**config.mk**
```make
export PLATFORM = sky130hd
export DESIGN_NAME = psm_ctrl
export DESIGN_NICKNAME = d
export VERILOG_FILES = /design/src/psm_pkg.sv /design/src/psm_ctrl.sv
export SDC_FILE = /design/constraint.sdc
export NUM_CORES = 1
export LEC_CHECK = 0
export BUFFER_PORTS_ARGS = -buffer_cell sky130_fd_sc_hd__buf_2
export CORE_MARGIN = 4
export CORE_UTILIZATION = 41
export CTS_BUF_LIST = sky130_fd_sc_hd__clkbuf_8
export CTS_CLUSTER_SIZE = 25
export DETAILED_ROUTE_END_ITERATION = 8
export PLACE_DENSITY = 0.6
export SYNTH_ARGS = -nofsm -noshare
export SYNTH_HDL_FRONTEND = slang
export SYNTH_SLANG_ARGS = --single-unit
```
**constraint.sdc**
```tcl
create_clock -name clk -period 3.3 [get_ports clk]
set_input_delay 0.165 -clock clk [delete_from_list [all_inputs] [get_ports clk]]
set_output_delay 0.165 -clock clk [all_outputs]
set_load 0.02 [all_outputs]
```
**src/psm_pkg.sv**
```systemverilog
// package for the power supply mode controller: constants, types, states
// assumes one 50 MHz clock domain and no register bus
// Overview of operation
// - power-on reset leaves converter bypassed, unregulated
// - input comparator bit high when supply low
// - warmup about 100 us then open bypass
// - running flag set when changeover completes
// - in-regulation flag set when output regulated
// - run/idle uses first settings, sleep second
// - shutoff refused while active, error flag set
// - pmic core bit disables internal core regulators
// - pmic irq falling edge sets flag when pmic drives a supply, enable gates irq
// - pmic irq input works in all modes
// - direct mode drives both lines push-pull, no pullups
// - line levels run 11, sleep 01, shutoff 00, start 10
// - run and shutoff always pass through sleep
// - tripped detector requests reset; overvoltage trips high
// - digital detector on in run/idle only, DET_LE detector always enabled
// - settle masks 20 us core and overvoltage, 100 us others
package psm_pkg;
  // ****************************************************************
  // timing
  // ****************************************************************
  localparam int CLK_MHZ        = 50;
  localparam int WARMUP_US      = 100;
  localparam int SETTLE_CORE_US = 20;
  localparam int SETTLE_LONG_US = 100;
  localparam int WARMUP_CYC      = WARMUP_US * CLK_MHZ;
  localparam int SETTLE_CORE_CYC = SETTLE_CORE_US * CLK_MHZ;
  localparam int SETTLE_LONG_CYC = SETTLE_LONG_US * CLK_MHZ;
  localparam int CNT_W           = 13;
  // ****************************************************************
  // field layout and reset values
  // ****************************************************************
  localparam int IPK_W  = 4;
  localparam int DRV_W  = 2;
  localparam int NDET   = 6;
  // detector index
  localparam int DET_DIG  = 0;
  localparam int DET_LE   = 1;
  localparam int DET_CORE = 2;
  localparam int DET_OV   = 3;
  localparam int DET_ANA  = 4;
  localparam int DET_IO   = 5;
  localparam logic [1:0] LINES_RUN   = 2'h3;
  localparam logic [1:0] LINES_SLEEP = 2'h1;
  localparam logic [1:0] LINES_OFF   = 2'h0;
  localparam logic [1:0] LINES_START = 2'h2;

  // ****************************************************************
  // types
  // ****************************************************************
  typedef enum logic [1:0] {
    PSM_MODE_RUN   = 2'h0,
    PSM_MODE_IDLE  = 2'h1,
    PSM_MODE_SLEEP = 2'h2,
    PSM_MODE_OFF   = 2'h3
  } psm_mode_t;

  typedef enum logic [3:0] {
    CV_BYPASS  = 4'h1,
    CV_WARMUP  = 4'h2,
    CV_RUNNING = 4'h4,
    CV_REGOK   = 4'h8
  } psm_cv_state_t;

  typedef enum logic [3:0] {
    DS_RUN   = 4'h1,
    DS_SLEEP = 4'h2,
    DS_OFF   = 4'h4,
    DS_START = 4'h8
  } psm_ds_state_t;

  typedef struct packed {
    logic [IPK_W-1:0] peak_current_setting;
    logic [DRV_W-1:0] driver_speed_setting;
  } psm_tune_t;
endpackage

```
**src/psm_ctrl.sv**
```systemverilog
// power supply mode controller: converter sequencing, pmic pins, detectors
// assumes analogue comparators arrive asynchronously; software drives controls
module psm_ctrl (
  // clock, enable, reset
  input  wire logic                  clk,
  input  wire logic                  clk_en,
  input  wire logic                  reset,
  // converter control
  input  wire logic                  converter_enable,
  input  wire logic                  regulate_mode,
  input  wire psm_pkg::psm_tune_t    tune_run,
  input  wire psm_pkg::psm_tune_t    tune_sleep,
  input  wire logic [4:0]            peak_detect_max_time,
  input  wire logic [1:0]            input_threshold_select,
  input  wire logic                  input_comparator_enable,
  input  wire logic                  input_below_raw,
  input  wire logic                  output_regulated_raw,
  // energy mode request
  input  wire psm_pkg::psm_mode_t    mode_request,
  input  wire logic                  start_request,
  // flag clears, one-cycle pulses
  input  wire logic                  clr_running,
  input  wire logic                  clr_regulation,
  input  wire logic                  clr_input_low,
  input  wire logic                  clr_shutoff_err,
  input  wire logic                  clr_pmic,
  // converter status
  output logic                       bypass_on,
  output logic                       regulation_on,
  output logic                       input_below_threshold,
  output logic [1:0]                 threshold_to_analog,
  output logic                       comparator_on,
  output psm_pkg::psm_tune_t         tune_applied,
  output logic [4:0]                 peak_time_applied,
  output logic                       converter_running_flag,
  output logic                       in_regulation_flag,
  output logic                       input_low_flag,
  output logic                       shutoff_entry_error_flag,
  output psm_pkg::psm_mode_t         mode_now,
  // pmic
  input  wire logic                  pmic_drives_core_supply,
  input  wire logic                  pmic_drives_digital_supply,
  input  wire logic                  pmic_irq_enable,
  input  wire logic                  pmic_direct_mode_enable,
  input  wire logic                  pmic_irq_n_pin,
  input  wire logic                  i2c_scl_out,
  input  wire logic                  i2c_sda_out,
  output logic                       core_regulators_on,
  output logic                       pmic_flag,
  output logic                       pmic_irq,
  output logic                       scl_o,
  output logic                       scl_oe,
  output logic                       sda_o,
  output logic                       sda_oe,
  output logic                       i2c_pullup_en,
  // detectors
  input  wire logic [5:0]            detector_enable,
  input  wire logic [5:0]            detector_trip_raw,
  output logic [5:0]                 detector_active,
  output logic                       bod_reset_req
);
  // ****************************************************************
  // input synchronisers
  // ****************************************************************
  logic [8:0] sync1_ff;
  logic [8:0] sync2_ff;
  always_ff @(posedge clk) begin
    if (reset) begin
      // idle levels: irq line released high, trips and comparators quiet,
      // so no false edge follows reset
      sync1_ff <= 9'h100;
      sync2_ff <= 9'h100;
    end else if (clk_en) begin
      sync1_ff <= {pmic_irq_n_pin, output_regulated_raw, input_below_raw, detector_trip_raw};
      sync2_ff <= sync1_ff;
    end
  end
  wire logic [5:0] trip_s   = sync2_ff[5:0];
  wire logic       below_s  = sync2_ff[6];
  wire logic       regok_s  = sync2_ff[7];
  wire logic       irq_n_s  = sync2_ff[8];

  // ****************************************************************
  // energy mode and shutoff refusal
  // ****************************************************************
  psm_pkg::psm_mode_t mode_ff;
  logic               conv_active;
  assign conv_active = converter_enable | regulation_on;
  always_ff @(posedge clk) begin
    if (reset) begin
      mode_ff <= psm_pkg::PSM_MODE_RUN;
    end else if (clk_en) begin
      if (mode_request == psm_pkg::PSM_MODE_OFF && conv_active) begin
        mode_ff <= mode_ff;
      end else begin
        mode_ff <= mode_request;
      end
    end
  end
  assign mode_now = mode_ff;

  // ****************************************************************
  // converter sequencer
  // ****************************************************************
  psm_pkg::psm_cv_state_t cv_ff;
  psm_pkg::psm_cv_state_t nxt_cv;
  logic [psm_pkg::CNT_W-1:0] warm_ff;
  logic                      go_reg;
  assign go_reg = converter_enable & regulate_mode;
  always_comb begin
    nxt_cv = cv_ff;
    case (cv_ff)
      psm_pkg::CV_BYPASS:  if (go_reg) nxt_cv = psm_pkg::CV_WARMUP;
      psm_pkg::CV_WARMUP:  if (!go_reg) nxt_cv = psm_pkg::CV_BYPASS;
                           else if (warm_ff == '0) nxt_cv = psm_pkg::CV_RUNNING;
      psm_pkg::CV_RUNNING: if (!go_reg) nxt_cv = psm_pkg::CV_BYPASS;
                           else if (regok_s) nxt_cv = psm_pkg::CV_REGOK;
      psm_pkg::CV_REGOK:   if (!go_reg) nxt_cv = psm_pkg::CV_BYPASS;
      default:             nxt_cv = psm_pkg::CV_BYPASS;
    endcase
  end
  always_ff @(posedge clk) begin
    if (reset) begin
      cv_ff <= psm_pkg::CV_BYPASS;
    end else if (clk_en) begin
      cv_ff <= nxt_cv;
    end
  end
  always_ff @(posedge clk) begin
    if (reset) begin
      warm_ff <= '0;
    end else if (clk_en) begin
      if (cv_ff == psm_pkg::CV_BYPASS) begin
        warm_ff <= psm_pkg::CNT_W'(psm_pkg::WARMUP_CYC - 1);
      end else if (warm_ff != '0) begin
        warm_ff <= warm_ff - 1'b1;
      end
    end
  end
  assign bypass_on     = (cv_ff == psm_pkg::CV_BYPASS) | (cv_ff == psm_pkg::CV_WARMUP);
  assign regulation_on = ~bypass_on;

  // ****************************************************************
  // comparator and tuning
  // ****************************************************************
  assign threshold_to_analog = input_threshold_select;
  assign comparator_on       = input_comparator_enable;
  logic below_ff;
  always_ff @(posedge clk) begin
    if (reset) begin
      below_ff <= 1'b0;
    end else if (clk_en) begin
      below_ff <= input_comparator_enable & below_s;
    end
  end
  assign input_below_threshold = below_ff;

  logic               sleepish;
  psm_pkg::psm_tune_t tune_ff;
  logic [4:0]         ptime_ff;
  assign sleepish = (mode_ff == psm_pkg::PSM_MODE_SLEEP) | (mode_ff == psm_pkg::PSM_MODE_OFF);
  always_ff @(posedge clk) begin
    if (reset) begin
      tune_ff  <= '0;
      ptime_ff <= '0;
    end else if (clk_en) begin
      tune_ff  <= sleepish ? tune_sleep : tune_run;
      ptime_ff <= peak_detect_max_time;
    end
  end
  assign tune_applied      = tune_ff;
  assign peak_time_applied = ptime_ff;

  // ****************************************************************
  // sticky flags: set wins over clear
  // ****************************************************************
  logic run_ff, regf_ff, low_ff, err_ff, pmic_ff, irq_n_d_ff;
  logic set_run, set_reg, set_low, set_err, set_pmic;
  assign set_run  = (cv_ff == psm_pkg::CV_WARMUP) & (nxt_cv == psm_pkg::CV_RUNNING);
  assign set_reg  = (cv_ff == psm_pkg::CV_RUNNING) & (nxt_cv == psm_pkg::CV_REGOK);
  assign set_low  = input_comparator_enable & below_s & ~below_ff;
  assign set_err  = (mode_request == psm_pkg::PSM_MODE_OFF) & conv_active
                    & (mode_ff != psm_pkg::PSM_MODE_OFF);
  assign set_pmic = (pmic_drives_core_supply | pmic_drives_digital_supply)
                    & irq_n_d_ff & ~irq_n_s;
  always_ff @(posedge clk) begin
    if (reset) begin
      run_ff  <= 1'b0;
      regf_ff <= 1'b0;
      low_ff  <= 1'b0;
      err_ff  <= 1'b0;
      pmic_ff <= 1'b0;
      irq_n_d_ff <= 1'b1;
    end else if (clk_en) begin
      run_ff  <= set_run  | (run_ff  & ~clr_running);
      regf_ff <= set_reg  | (regf_ff & ~clr_regulation);
      low_ff  <= set_low  | (low_ff  & ~clr_input_low);
      err_ff  <= set_err  | (err_ff  & ~clr_shutoff_err);
      pmic_ff <= set_pmic | (pmic_ff & ~clr_pmic);
      irq_n_d_ff <= irq_n_s;
    end
  end
  assign converter_running_flag   = run_ff;
  assign in_regulation_flag       = regf_ff;
  assign input_low_flag           = low_ff;
  assign shutoff_entry_error_flag = err_ff;
  assign pmic_flag                = pmic_ff;
  assign pmic_irq                 = pmic_ff & pmic_irq_enable;
  assign core_regulators_on       = ~pmic_drives_core_supply;

  // ****************************************************************
  // direct mode line states
  // ****************************************************************
  psm_pkg::psm_ds_state_t ds_ff;
  psm_pkg::psm_ds_state_t nxt_ds;
  always_comb begin
    nxt_ds = ds_ff;
    case (ds_ff)
      psm_pkg::DS_RUN:   if (start_request) nxt_ds = psm_pkg::DS_START;
                         else if (mode_ff == psm_pkg::PSM_MODE_SLEEP
                                  || mode_ff == psm_pkg::PSM_MODE_OFF) nxt_ds = psm_pkg::DS_SLEEP;
      psm_pkg::DS_SLEEP: if (mode_ff == psm_pkg::PSM_MODE_OFF) nxt_ds = psm_pkg::DS_OFF;
                         else if (mode_ff != psm_pkg::PSM_MODE_SLEEP) nxt_ds = psm_pkg::DS_RUN;
      psm_pkg::DS_OFF:   if (mode_ff != psm_pkg::PSM_MODE_OFF) nxt_ds = psm_pkg::DS_SLEEP;
      psm_pkg::DS_START: if (!start_request) nxt_ds = psm_pkg::DS_RUN;
      default:           nxt_ds = psm_pkg::DS_RUN;
    endcase
  end
  always_ff @(posedge clk) begin
    if (reset) begin
      ds_ff <= psm_pkg::DS_RUN;
    end else if (clk_en) begin
      ds_ff <= nxt_ds;
    end
  end
  logic [1:0] lines;
  always_comb begin
    case (ds_ff)
      psm_pkg::DS_SLEEP: lines = psm_pkg::LINES_SLEEP;
      psm_pkg::DS_OFF:   lines = psm_pkg::LINES_OFF;
      psm_pkg::DS_START: lines = psm_pkg::LINES_START;
      default:           lines = psm_pkg::LINES_RUN;
    endcase
  end
  // open drain outside direct mode: drive only the low level
  assign scl_o         = pmic_direct_mode_enable ? lines[1] : 1'b0;
  assign sda_o         = pmic_direct_mode_enable ? lines[0] : 1'b0;
  assign scl_oe        = pmic_direct_mode_enable | ~i2c_scl_out;
  assign sda_oe        = pmic_direct_mode_enable | ~i2c_sda_out;
  assign i2c_pullup_en = ~pmic_direct_mode_enable;

  // ****************************************************************
  // brown-out detectors
  // ****************************************************************
  logic [5:0] en_eff, en_d_ff;
  logic [psm_pkg::CNT_W-1:0] mask_ff [6];
  always_comb begin
    en_eff = detector_enable;
    en_eff[psm_pkg::DET_DIG] = ~sleepish;
    en_eff[psm_pkg::DET_LE]  = 1'b1;
  end
  function automatic logic [psm_pkg::CNT_W-1:0] settle_len(input int idx);
    if (idx == psm_pkg::DET_CORE || idx == psm_pkg::DET_OV)
      settle_len = psm_pkg::CNT_W'(psm_pkg::SETTLE_CORE_CYC);
    else
      settle_len = psm_pkg::CNT_W'(psm_pkg::SETTLE_LONG_CYC);
  endfunction
  always_ff @(posedge clk) begin
    if (reset) begin
      en_d_ff <= '0;
      for (int i = 0; i < 6; i++) mask_ff[i] <= '0;
    end else if (clk_en) begin
      en_d_ff <= en_eff;
      for (int i = 0; i < 6; i++) begin
        if (en_eff[i] && !en_d_ff[i]) mask_ff[i] <= settle_len(i);
        else if (mask_ff[i] != '0) mask_ff[i] <= mask_ff[i] - 1'b1;
      end
    end
  end
  logic [5:0] live;
  always_comb begin
    for (int i = 0; i < 6; i++) live[i] = en_d_ff[i] & (mask_ff[i] == '0);
  end
  assign detector_active = live;
  logic bod_ff;
  always_ff @(posedge clk) begin
    if (reset) begin
      bod_ff <= 1'b0;
    end else if (clk_en) begin
      bod_ff <= |(live & trip_s);
    end
  end
  assign bod_reset_req = bod_ff;
endmodule

```
After elaboration in Yosys (flattened, before gate mapping) --
Memory sizes are Yosys's and may differ from the RTL's. Cells that the tools add are included.
Storage, ports and cells: memories kept 1, memory bits (writable) 78, register bits after elaboration 66, bits of input ports 54
Memories:
- mask_ff | depth 6, width 13, rd ports 6, clocked after Yosys merged registers in 0, wr ports 6, line psm_ctrl.sv:256 | logic [psm_pkg::CNT_W-1:0] mask_ff [6];
Cells by class: bitwise operators 59, equal/unequal tests 19, multiplexer cells 106, $add $sub $neg 7, reductions and logical operators 31
Operator list (number):
- 13-bit 2-to-1 mux | 32
- 13-bit logical NOT | 7
- 13-bit nonzero test | 7
- 13-bit by 1-bit subtractor with 13-bit output, second input constant | 7
- 1-bit 2-to-1 mux | 58
- 4-bit 2-to-1 mux | 12
- 4-bit case mux with 4 select lines | 2
- 1-bit bitwise OR | 23
- 1-bit AND | 21
- 1-bit inverter | 14
- 4-bit by 3-bit == test with 1-bit output, second input constant | 3
- 4-bit == test, second input constant | 3
- 4-bit by 1-bit == test with 1-bit output, second input constant | 2
- 4-bit by 2-bit == test with 1-bit output, second input constant | 2
- 2-bit inequality test, second input constant | 4
- 6-bit AND | 1
- 2-bit == test, second input constant | 3
- 1-bit logical AND | 6
- 6-bit 2-to-1 mux | 1
- 3-bit inequality test, second input constant | 2
- 2-bit case mux with 3 select lines | 1
- 6-bit OR reduction | 1
- 1-bit logical NOT | 5
- 5-bit AND reduction | 1
- other kinds (3) | 4

Depth between registers and ports, before layout --
depth in word-level cells 10, gate-level depth with buffers 7, depth with buffers taken out 6

Worst setup path before layout --
OpenSTA, ideal clock, no wires.
path type flip-flop to flip-flop, start point memory mask_ff[4][0] in the netlist's numbering, end point memory mask_ff[4][0] in the netlist's numbering (enable), setup slack 0.887 ns, library setup time 0.348 ns, arrival 2.064 ns, clock period less this slack 2.413 ns, cell stages (with the launch flop) 7, data required time 2.952 ns, cells stage by stage edfxtp_1 > inv_1 > ha_1 > nor3b_1 > nand4b_1 > o21ai_0 > nand2b_1
RTL lines (line):
- from (decl) | psm_ctrl.sv:256

==> impl_metrics.toml <==
[hold_path]
hold_depth = 4
min_path_type = "in2reg"
min_to = "in_regulation_flag"
hp-start = "clr_regulation"

[clocking]
h-tree-depth = 4
insertion_delay_ns = 0.44
clk_root_buffer_cell = "clkbuf_8"
numClockSinks = 144
clk_pin_slew_ns = 0.09
clockBufferDepth = 2
cts-buffers-inserted = 17
cts_tree = "built"

[place]
io_buffers = 85
dp_cells = 1060
place_ws_ns = 0.826
dp_hpwl_um = 11600
place_congestion = 0.811

[job]
max-cap-violations = 0

[final_layout]
final_cell_mix = "114 x nor2_1, 84 x buf_2, 78 x edfxtp_1, 66 x dfxtp_1, 51 x a21oi_1"
drive_gt1_share_pct = 17.5
syn2layout_area_growth_pct = 18.1
seq_area_sq_um = 3660
final_common_cell = "nor2_1"
final_cells = 1116
finalNetCount = 934
fillers = 1685
multi_input_area_sq_um = 3610

[synth]
synthCells = 755
synth-async-reset-ratio_pct = 0
synth.cell_area_sq_um = 7500
synth_nets = 816
synthFlopType = "edfxtp_1"
synth.avg_cell_area_sq_um = 9.94
synth_edf_count = 78
yosys_warnings = 0
synth_cell_types = 68
ys_ff_latch = 144
ys_seq_area_share_pct = 48.8

[floorplan]
start_util_pct = 41.8
rows = 49
pin_count = 92
core_area_sq_um = 18000
dieArea_sq_um = 20500
fp.dieW_um = 143
die_y_um = 143

[sta]
maxSlewViolCount = 0
clock-skew-final_ns = 0.0140
final.period_utilization_pct = 74.9
fmax_mhz = 405
setup-tns-final_ns = 0
rsz0062_at_grt = "false"
final_hold_viol_count = 0
slew_headroom_pct = 52.9
setup_slack_ns = 0.828
period_needed_ns = 2.47
tightestPinTransition_ns = 0.702
setup_viol = 0

[critical_path]
rr_worst_depth = 4
critPathArrivalTime_ns = 2.54
cp.required_ns = 3.36
reg2reg_from = "mask_ff[1][5]"
endpoint_kind = "flop"
critPathMaxStageDelay_ns = 0.50
cp-start-kind = "flop"
crit_slowest_cell = "nor4_2"
worstSetupPathType = "reg2reg"
reg2reg_to = "mask_ff[1][1]"
cp_cell_sequence = "nor4_2 -> nand4b_1 -> o21ai_1 -> nand2b_1"
r2r_slack_ns = 0.83
cp_max_fo = 13

[power_and_ir_drop]
p_per_area_nw_per_um2 = 475
max-vdd-ir-drop_v = 0.000332
p_leak_nw = 3.42

[routing]
drcViolationCount = 0
routed_wl_um = 16700
viasPerCell = 5.28
dr_wl_met3_um = 659
postRouteAntennaNets = 0
met1_length_um = 8190
wl_met2_um = 7700
vias = 5892
first_iter_violations = 327
highest_layer = "met4"
routedWlPerCell_um = 15.0
first_pass_iters = 5

[grt]
overflow = 0
grt_pass1_vias = 5613
grt_pass1_wl_um = 27800
antenna_found_initial = 0
grt_max_degree = 57
grt.total_usage_pct = 16.7

[outcome]
status = "finished, final reports clean"
routing by layer:
layer  up-vias  global-route usage (%)
li1       2996                       -
met1      2798                    23.4
met2        89                    26.5
met3         9                    3.96
met4         0                    3.72
met5         -                       0
logic make-up (layout without fill, tap and decap cells):
family	after synthesis	in the layout	synth area share, %
mux	35	35	4.67
buf+inv	55	186	3.12
flops	144	144	48.8
other cells	0	1	0
compound gates	125	125	11.0
xor+xnor	54	54	6.30
fa+ha+maj	7	7	1.17
simple gates	335	335	24.9
worst max-delay path by stage:
stage / from / to / depth (start not counted)
after floorplan: mask_ff[4][0] / mask_ff[4][0] / 6
after global placement: mask_ff[1][5] / mask_ff[1][1] / 4
after detailed placement: mask_ff[1][5] / mask_ff[1][1] / 4
after CTS: mask_ff[1][5] / mask_ff[1][1] / 4
after global routing: mask_ff[1][5] / mask_ff[1][1] / 4
final: mask_ff[1][5] / mask_ff[1][1] / 4
cells in the mapped netlist (7+ instances only):
cell type / n / area share, %
dfxtp_1: 66 / 18
o21ai_0: 12 / 0.80
a211oi_1: 13 / 1.3
nor4_1: 18 / 1.5
xor2_1: 27 / 3.2
ha_1: 7 / 1.2
a21oi_1: 51 / 3.4
nor3b_1: 11 / 1.1
nand4b_1: 12 / 1.4
nor3_1: 17 / 1.1
clkbuf_1: 21 / 1.1
nand2b_1: 24 / 2.0
nor2b_1: 13 / 1.1
nand4_1: 8 / 0.67
nand3_1: 17 / 1.1
inv_1: 22 / 1.1
mux2i_1: 35 / 4.7
nand2_1: 44 / 2.2
xnor2_1: 27 / 3.2
or3_1: 8 / 0.67
nor2_1: 114 / 5.7
edfxtp_1: 78 / 31
power by group:
part / internal [mW] / leakage, nW / switching, mW / total [mW]
clock: 0.667 / 0.192 / 0.707 / 1.37
sequential: 2.03 / 1.38 / 0.137 / 2.16
combinational: 0.306 / 1.86 / 0.363 / 0.670
flip-flops by register name (all words and copies together) (netlist names):
| register | cells |
|---|---|
| sync1_ff | 9 |
| in_regulation_flag | 1 |
| pmic_flag | 1 |
| input_below_threshold | 1 |
| sync2_ff | 9 |
| tune_applied | 6 |
| mask_ff | 78 |
| ds_ff | 4 |
| irq_n_d_ff | 1 |
| bod_reset_req | 1 |
| mode_now | 2 |
| cv_ff | 4 |
| converter_running_flag | 1 |
| shutoff_entry_error_flag | 1 |
| peak_time_applied | 5 |
| input_low_flag | 1 |
| warm_ff | 13 |
| en_d_ff | 6 |
stage by stage:
stage / utilization, % / hold slack [ns] / total power, mW / instance area [sq um]
3_5_place_dp: 45.9 / 0.330 / 2.85 / 8250
4_1_cts: 49.3 / 0.00292 / 4.26 / 8860
3_3_place_gp: 45.9 / 0.330 / 2.85 / 8250
2_1_floorplan: - / 0.287 / 2.65 / 7500
5_1_grt: 49.3 / 0.0268 / 4.44 / 8860
6_report: 49.3 / 0.0294 / 4.21 / 8860
layout make-up:
cell class / count / area share [%]
inverters: 22 / 0.932
repair buffers: 132 / 9.46
clock inverters: 15 / 1.65
diodes: 1 / 0.0282
well taps: 229 / 3.23
multi-input cells: 556 / 40.7
flip-flops and latches: 144 / 41.3
clock buffers: 17 / 2.64
repair_timing:
action,4_1_cts,5_1_grt
endpoints found under the hold margin,22,0
buffers inserted,0,0
resized for setup,0,0
hold buffers,23,0
critical path, delay by kind of cell, from the launching register on:
kind	cells	cell delay, ns
AO/OA/AOI/OAI	1	0.39
AND/OR/NAND/NOR	3	1.25
flip-flops	1	0.46
No activity file was read; power rests on OpenSTA's default activity.
